===== src/common/crc_pkg.sv =====
`default_nettype none
// Shared constants of the comparator reference control block
package crc_pkg;

  // Register index as printed; byte address is four times the index
  localparam logic [11:0] CRC_REF_CTRL_INDEX = 12'hF53;
  localparam logic [31:0] CRC_REF_CTRL_ADDR = {18'h0, CRC_REF_CTRL_INDEX, 2'b00};
  localparam logic [7:0] CRC_REF_CTRL_RESET = 8'h00;

  // Field positions of reference_control
  localparam int CRC_LADDER_ENABLE_BIT = 7;
  localparam int CRC_PIN_OUTPUT_ENABLE_BIT = 6;
  localparam int CRC_RANGE_SELECT_BIT = 5;
  localparam int CRC_SOURCE_SELECT_BIT = 4;
  localparam int CRC_TAP_MSB = 3;
  localparam int CRC_TAP_LSB = 0;

  // Bits kept by a device reset that keeps the source choice
  localparam logic [7:0] CRC_SOFT_RESET_KEEP = 8'h10;

  // Level arithmetic in units of one ninety-sixth of the source
  localparam int CRC_LEVEL_W = 7;
  localparam logic [6:0] CRC_LOW_STEP = 7'h04;
  localparam logic [6:0] CRC_HIGH_STEP = 7'h03;
  localparam logic [6:0] CRC_HIGH_OFFSET = 7'h18;
  localparam logic [6:0] CRC_HIGH_TOP = 7'h45;

  // AHB-Lite encodings
  localparam logic [1:0] CRC_HTRANS_NONSEQ = 2'h2;
  localparam logic CRC_HRESP_OKAY = 1'b0;

endpackage
`default_nettype wire


===== src/rtl/crc_level.sv =====
`timescale 1ns/1ps
`default_nettype none
// Digital image of the ladder tap: the level in ninety-sixths of the source
module crc_level (
  // Ladder settings
  input wire logic range_select,
  input wire logic [3:0] tap_code,
  // Resulting level
  output logic [crc_pkg::CRC_LEVEL_W-1:0] level_96
);
  import crc_pkg::*;

  logic [6:0] tap_wide;

  // Low range: code/24; high range: 1/4 plus code/32
  always_comb begin
    tap_wide = {3'h0, tap_code};
    if (range_select) begin
      level_96 = 7'(tap_wide * CRC_LOW_STEP);
    end else begin
      level_96 = 7'(CRC_HIGH_OFFSET + tap_wide * CRC_HIGH_STEP);
    end
  end

endmodule
`default_nettype wire


===== src/rtl/crc_top.sv =====
`timescale 1ns/1ps
`default_nettype none
// Summary of operation
// - Bit 7 powers ladder on or off.
// - Bit 6 connects reference to analog pin.
// - Output enable overrides pin direction setting.
// - Bit 5 picks low or high range.
// - Bit 4 picks external pins or supply.
// - Bits 3..0 are the tap code.
// - Reset clears enable, routing, range, tap.
// - Register survives wake from sleep unchanged.
// - Works regardless of comparator enables.
module crc_top (
  // Clock and reset
  input wire logic clk,
  input wire logic reset,
  // AHB-Lite slave
  input wire logic hsel,
  input wire logic [31:0] haddr,
  input wire logic [1:0] htrans,
  input wire logic hwrite,
  input wire logic [2:0] hsize,
  input wire logic [31:0] hwdata,
  input wire logic hready,
  output logic hreadyout,
  output logic hresp,
  output logic [31:0] hrdata,
  // Device reset that keeps the source choice
  input wire logic device_soft_reset,
  // Pin direction from the port logic, 1 means input
  input wire logic port_direction,
  // Ladder control lines
  output logic ladder_enable,
  output logic range_select,
  output logic source_select,
  output logic [3:0] tap_code,
  // Pin routing
  output logic pin_output_enable,
  output logic pin_analog_connect,
  output logic pin_digital_oe,
  // Selected level in ninety-sixths of the source
  output logic [crc_pkg::CRC_LEVEL_W-1:0] reference_level
);
  import crc_pkg::*;

  // Whole state of the block
  typedef struct packed {
    logic [7:0] ctrl; // reference_control contents
    logic wr_pend; // Write data phase follows
    logic [31:0] rdata; // Read data for the data phase
    logic [6:0] level; // Registered level image
    logic pin_conn; // Analog switch to the pin
    logic dig_oe; // Digital driver of the pin
    logic ready; // Ready answer
    logic resp; // Response code, registered so the port comes from a flop
  } crc_state_t;

  crc_state_t st_q; // Registered state
  crc_state_t st_d; // Next state
  logic addr_phase; // Valid transfer offered to this slave
  logic hit; // Address matches the control register
  logic [6:0] level_next; // Level for the next control value

  // Level of the next control contents
  crc_level u_level (
    .range_select(st_d.ctrl[CRC_RANGE_SELECT_BIT]),
    .tap_code(st_d.ctrl[CRC_TAP_MSB:CRC_TAP_LSB]),
    .level_96(level_next)
  );

  // Address phase qualification
  // Only the exact word address decodes; hsize is not checked, so any
  // access size to this word acts on the whole control byte
  assign addr_phase = hsel && hready && htrans[1];
  assign hit = (haddr == CRC_REF_CTRL_ADDR);

  // Next state: bus decode, register update, pin routing
  // The level instance reads st_d.ctrl, so the level image and the control
  // bits change on the same edge
  always_comb begin
    st_d = st_q;
    st_d.ready = 1'b1;
    st_d.resp = CRC_HRESP_OKAY;
    // Write data phase lands the byte; every bit is writable
    if (st_q.wr_pend && hready) begin
      st_d.ctrl = hwdata[7:0];
    end
    // Device reset wipes all but the source choice
    // Applied after the write so that it wins a tie in one cycle
    if (device_soft_reset) begin
      st_d.ctrl = st_q.ctrl & CRC_SOFT_RESET_KEEP;
    end
    // Nothing else touches the register, sleep included
    // New address phase
    if (hready) begin
      st_d.wr_pend = addr_phase && hwrite && hit;
    end
    if (addr_phase && !hwrite) begin
      // Reads see a write finishing in the same cycle
      st_d.rdata = hit ? {24'h0, st_d.ctrl} : 32'h0;
    end
    st_d.level = level_next;
    st_d.pin_conn = st_d.ctrl[CRC_PIN_OUTPUT_ENABLE_BIT];
    // Reference on the pin beats the port direction
    st_d.dig_oe = !st_d.ctrl[CRC_PIN_OUTPUT_ENABLE_BIT] && !port_direction;
  end

  // State register
  always_ff @(posedge clk or posedge reset) begin
    if (reset) begin
      st_q <= '0;
      st_q.ctrl <= CRC_REF_CTRL_RESET;
      // Level image of the cleared high range at tap zero
      st_q.level <= CRC_HIGH_OFFSET;
      st_q.ready <= 1'b1;
    end else begin
      st_q <= st_d;
    end
  end

  // Outputs straight from the state register
  assign hreadyout = st_q.ready;
  assign hresp = st_q.resp;
  assign hrdata = st_q.rdata;
  assign ladder_enable = st_q.ctrl[CRC_LADDER_ENABLE_BIT];
  assign pin_output_enable = st_q.ctrl[CRC_PIN_OUTPUT_ENABLE_BIT];
  assign range_select = st_q.ctrl[CRC_RANGE_SELECT_BIT];
  assign source_select = st_q.ctrl[CRC_SOURCE_SELECT_BIT];
  assign tap_code = st_q.ctrl[CRC_TAP_MSB:CRC_TAP_LSB];
  assign pin_analog_connect = st_q.pin_conn;
  assign pin_digital_oe = st_q.dig_oe;
  assign reference_level = st_q.level;
endmodule
`default_nettype wire


===== config.mk =====
export PLATFORM = sky130hd
export DESIGN_NAME = crc_top
export DESIGN_NICKNAME = d
export VERILOG_FILES = /design/src/common/crc_pkg.sv /design/src/rtl/crc_level.sv /design/src/rtl/crc_top.sv
export SDC_FILE = /design/constraint.sdc
export NUM_CORES = 1
export LEC_CHECK = 0
export ABC_CLOCK_PERIOD_IN_PS = 6200
export BUFFER_PORTS_ARGS = -buffer_cell sky130_fd_sc_hd__buf_4
export CELL_PAD_IN_SITES_DETAIL_PLACEMENT = 0
export CELL_PAD_IN_SITES_GLOBAL_PLACEMENT = 1
export CORE_MARGIN = 2
export CORE_UTILIZATION = 29
export CTS_CLUSTER_DIAMETER = 40
export CTS_CLUSTER_SIZE = 40
export DETAILED_ROUTE_END_ITERATION = 7
export PLACE_DENSITY = 0.95
export SYNTH_ARGS = -nofsm -noshare
export SYNTH_HDL_FRONTEND = slang
export SYNTH_HIERARCHICAL = 1
export SYNTH_SLANG_ARGS = --single-unit

===== constraint.sdc =====
create_clock -name clk -period 6.2 [get_ports clk]
set_input_delay 1.24 -clock clk [delete_from_list [all_inputs] [get_ports clk]]
set_output_delay 1.24 -clock clk [all_outputs]
set_load 0.05 [all_outputs]

==> flow_metrics.tcl <==
set metrics [dict create \
    worstSetupStartpointType "input pin" \
    gp_congestion 0.727 \
    cts_buffers 3 \
    setup_viol 0 \
    drt_pass1_iterations 4 \
    fin_crit_sh_pct 54.2 \
    required_ps 6390 \
    post_route_cells_drive_above_1_share_pct 39.5 \
    status "finished, final reports clean" \
    cts_setup_buffers 0 \
    first_iter_violations 39 \
    power.density_nw_per_um2 167 \
    die-area_um2 5960 \
    dieHeight_um 77.2 \
    skew_ps 3.76 \
    path_max_fanout 8 \
    wl_per_cell_um 11.4 \
    ys_seq_area_share_pct 40.4 \
    ctsResizeCount 0 \
    wl_um 3130 \
    clkTransAtPathRegs_ps 90 \
    start_util_pct 30.2 \
    synth_seq_cells 25 \
    hold_viol 0 \
    synth_area_um2 1550 \
    worst-setup-path-type "input pin to register" \
    endpoint_kind "register" \
    numPortBuffers 72 \
    netlist_instances 155 \
    dp_hpwl_um 2520 \
    avgViaCountPerCell 4.05 \
    antenna_found_initial 0 \
    fmax_ghz 0.298 \
    peakVddDrop_v 0.0000654 \
    fp.dieW_um 77.2 \
    clk-insertion-delay-late_ps 260 \
    grt_overflow 0 \
    final_core_util_pct 37.9 \
    slew_violations 0 \
    ctsLongestPathBuffers 2 \
    h-tree-depth 1 \
    cp.arrival_ps 3550 \
    cts-root-buf "clkbuf_8" \
    cts_tree "built" \
    p_leak_uw 0.00104 \
    final_common_cell "buf_4" \
    diodes 0 \
    yosys_warnings 6 \
    final_cell_mix "72 x buf_4, 26 x conb_1, 23 x dfrtp_1" \
    synthDistinctLibCells 29 \
    grt_use_total_pct 10.5 \
    synthToLayoutAreaGrowth_pct 25.4 \
    cts_sinks 25 \
    tightest_slew_ps 932 \
    drcViolationCount 0 \
    drv_cap 0 \
    tns_ps 0 \
    pin_count 127 \
    hold_class "register to register" \
    grt_pass1_wl_um 5130 \
    core_area_um2 5140 \
    relSlewSlack_pct 37.8 \
    finalCriticalPeriod_ps 3360 \
    ant_nets 0 \
    grt_pass1_vias 1141 \
    postCtsHoldBufs 0 \
    num_vias 1115 \
    rsz0062_at_grt "false" \
    grt_max_degree 26 \
    syn_area_per_cell_um2 10.0 \
    rows 26 \
    fin_nets 289 \
]
-- cells in the mapped netlist --
master	instances	share of area [%]
o31ai_1	1	0.48
nor4_1	4	1.6
conb_1	2	0.48
a21oi_2	1	0.56
nor2_1	13	3.1
nor4b_1	1	0.56
nor2b_1	2	0.81
nand3_1	1	0.32
or4_1	1	0.48
ha_1	5	4.0
inv_1	8	1.9
buf_6	1	0.72
fa_1	2	2.6
dfstp_2	2	3.4
o22ai_1	1	0.40
mux2i_1	8	5.2
o41ai_1	7	3.9
nand2_1	11	2.7
nand3b_4	1	1.3
buf_2	1	0.32
buf_4	46	22
nor3_1	1	0.32
clkbuf_1	2	0.48
nand4b_1	2	1.1
nand4_1	3	1.2
xnor2_1	2	1.1
mux2_4	1	0.97
dfrtp_1	23	37
o21ai_0	2	0.64
-- per-stage QoR --
step                      std cells  hold WS [ps]  power (uW)  worst slack [ps]  cell area [um^2]
after global routing            275           519         342              2600              1950
after floorplan                 179           444         223              3030              1640
after global placement          271           459         235              2600              1900
after detailed placement        271           470         236              2530              1900
final                           275           488         327              2840              1950
after CTS                       275           491         329              2790              1950
-- critical path, stage by stage --
cell	delay, ps
buf_4	120
nand2_1	370
mux2i_1	180
nor2_1	410
ha_1	330
ha_1	240
inv_1	80
fa_1	400
o21ai_0	160
-- final cells by class --
class,count,area (um^2)
Tap cell,70,87.6
Fill cell,523,3190
Inverter,8,30.0
Multi-Input combinational cell,96,617
Sequential cell,25,628
Timing Repair Buffer,72,541
Clock buffer,3,41.3
Clock inverter,1,5.00
-- report_power, final --
part	internal, uW	leakage [uW]	switching (uW)	total [uW]
Sequential	164	0.000340	0.328	164
Clock	44.8	0.0000255	48.7	93.5
Combinational	20.9	0.000679	48.1	69.0
Total	229	0.00104	97.2	327
-- registers in the layout (all words and copies together) (netlist names) --
| name | count |
|---|---|
| hrdata | 8 |
| ladder_enable | 1 |
| st_q | 1 |
| pin_digital_oe | 1 |
| pin_output_enable | 1 |
| tap_code | 4 |
| source_select | 1 |
| range_select | 1 |
| reference_level | 7 |
-- cell families after synthesis --
logic type | share of synthesized area [%]
adders and majority gates | 6.60
AOI/OAI and AO/OA | 6.04
other | 0.483
xor gates and xnor gates | 1.13
DFF | 40.4
buffers and inverters | 25.7
and+or+nand+nor | 13.5
muxes | 6.12
-- worst paths after layout --
path / start / to / slack (ps) / cells after the start
min: hrdata[3] / hrdata[3] / 490 / 2
max: hready / reference_level[3] / 2840 / 9
max in group asynchronous: reset / reference_level[0] / 4450 / 2
min in group asynchronous: reset / reference_level[6] / 1180 / 2
max reg2reg: st_q[43] / reference_level[3] / 3560 / 8
min reg2reg: hrdata[3] / hrdata[3] / 490 / 2
-- layer usage --
metal	GRT usage (%)	vias to the layer above	part of all wire, %
li1	-	547	-
met5	0	-	0
met1	11.2	526	37
met2	21.1	40	57
met3	0.941	2	4.5
met4	3.75	0	0.70
No activity file was read; power rests on OpenSTA's default activity.
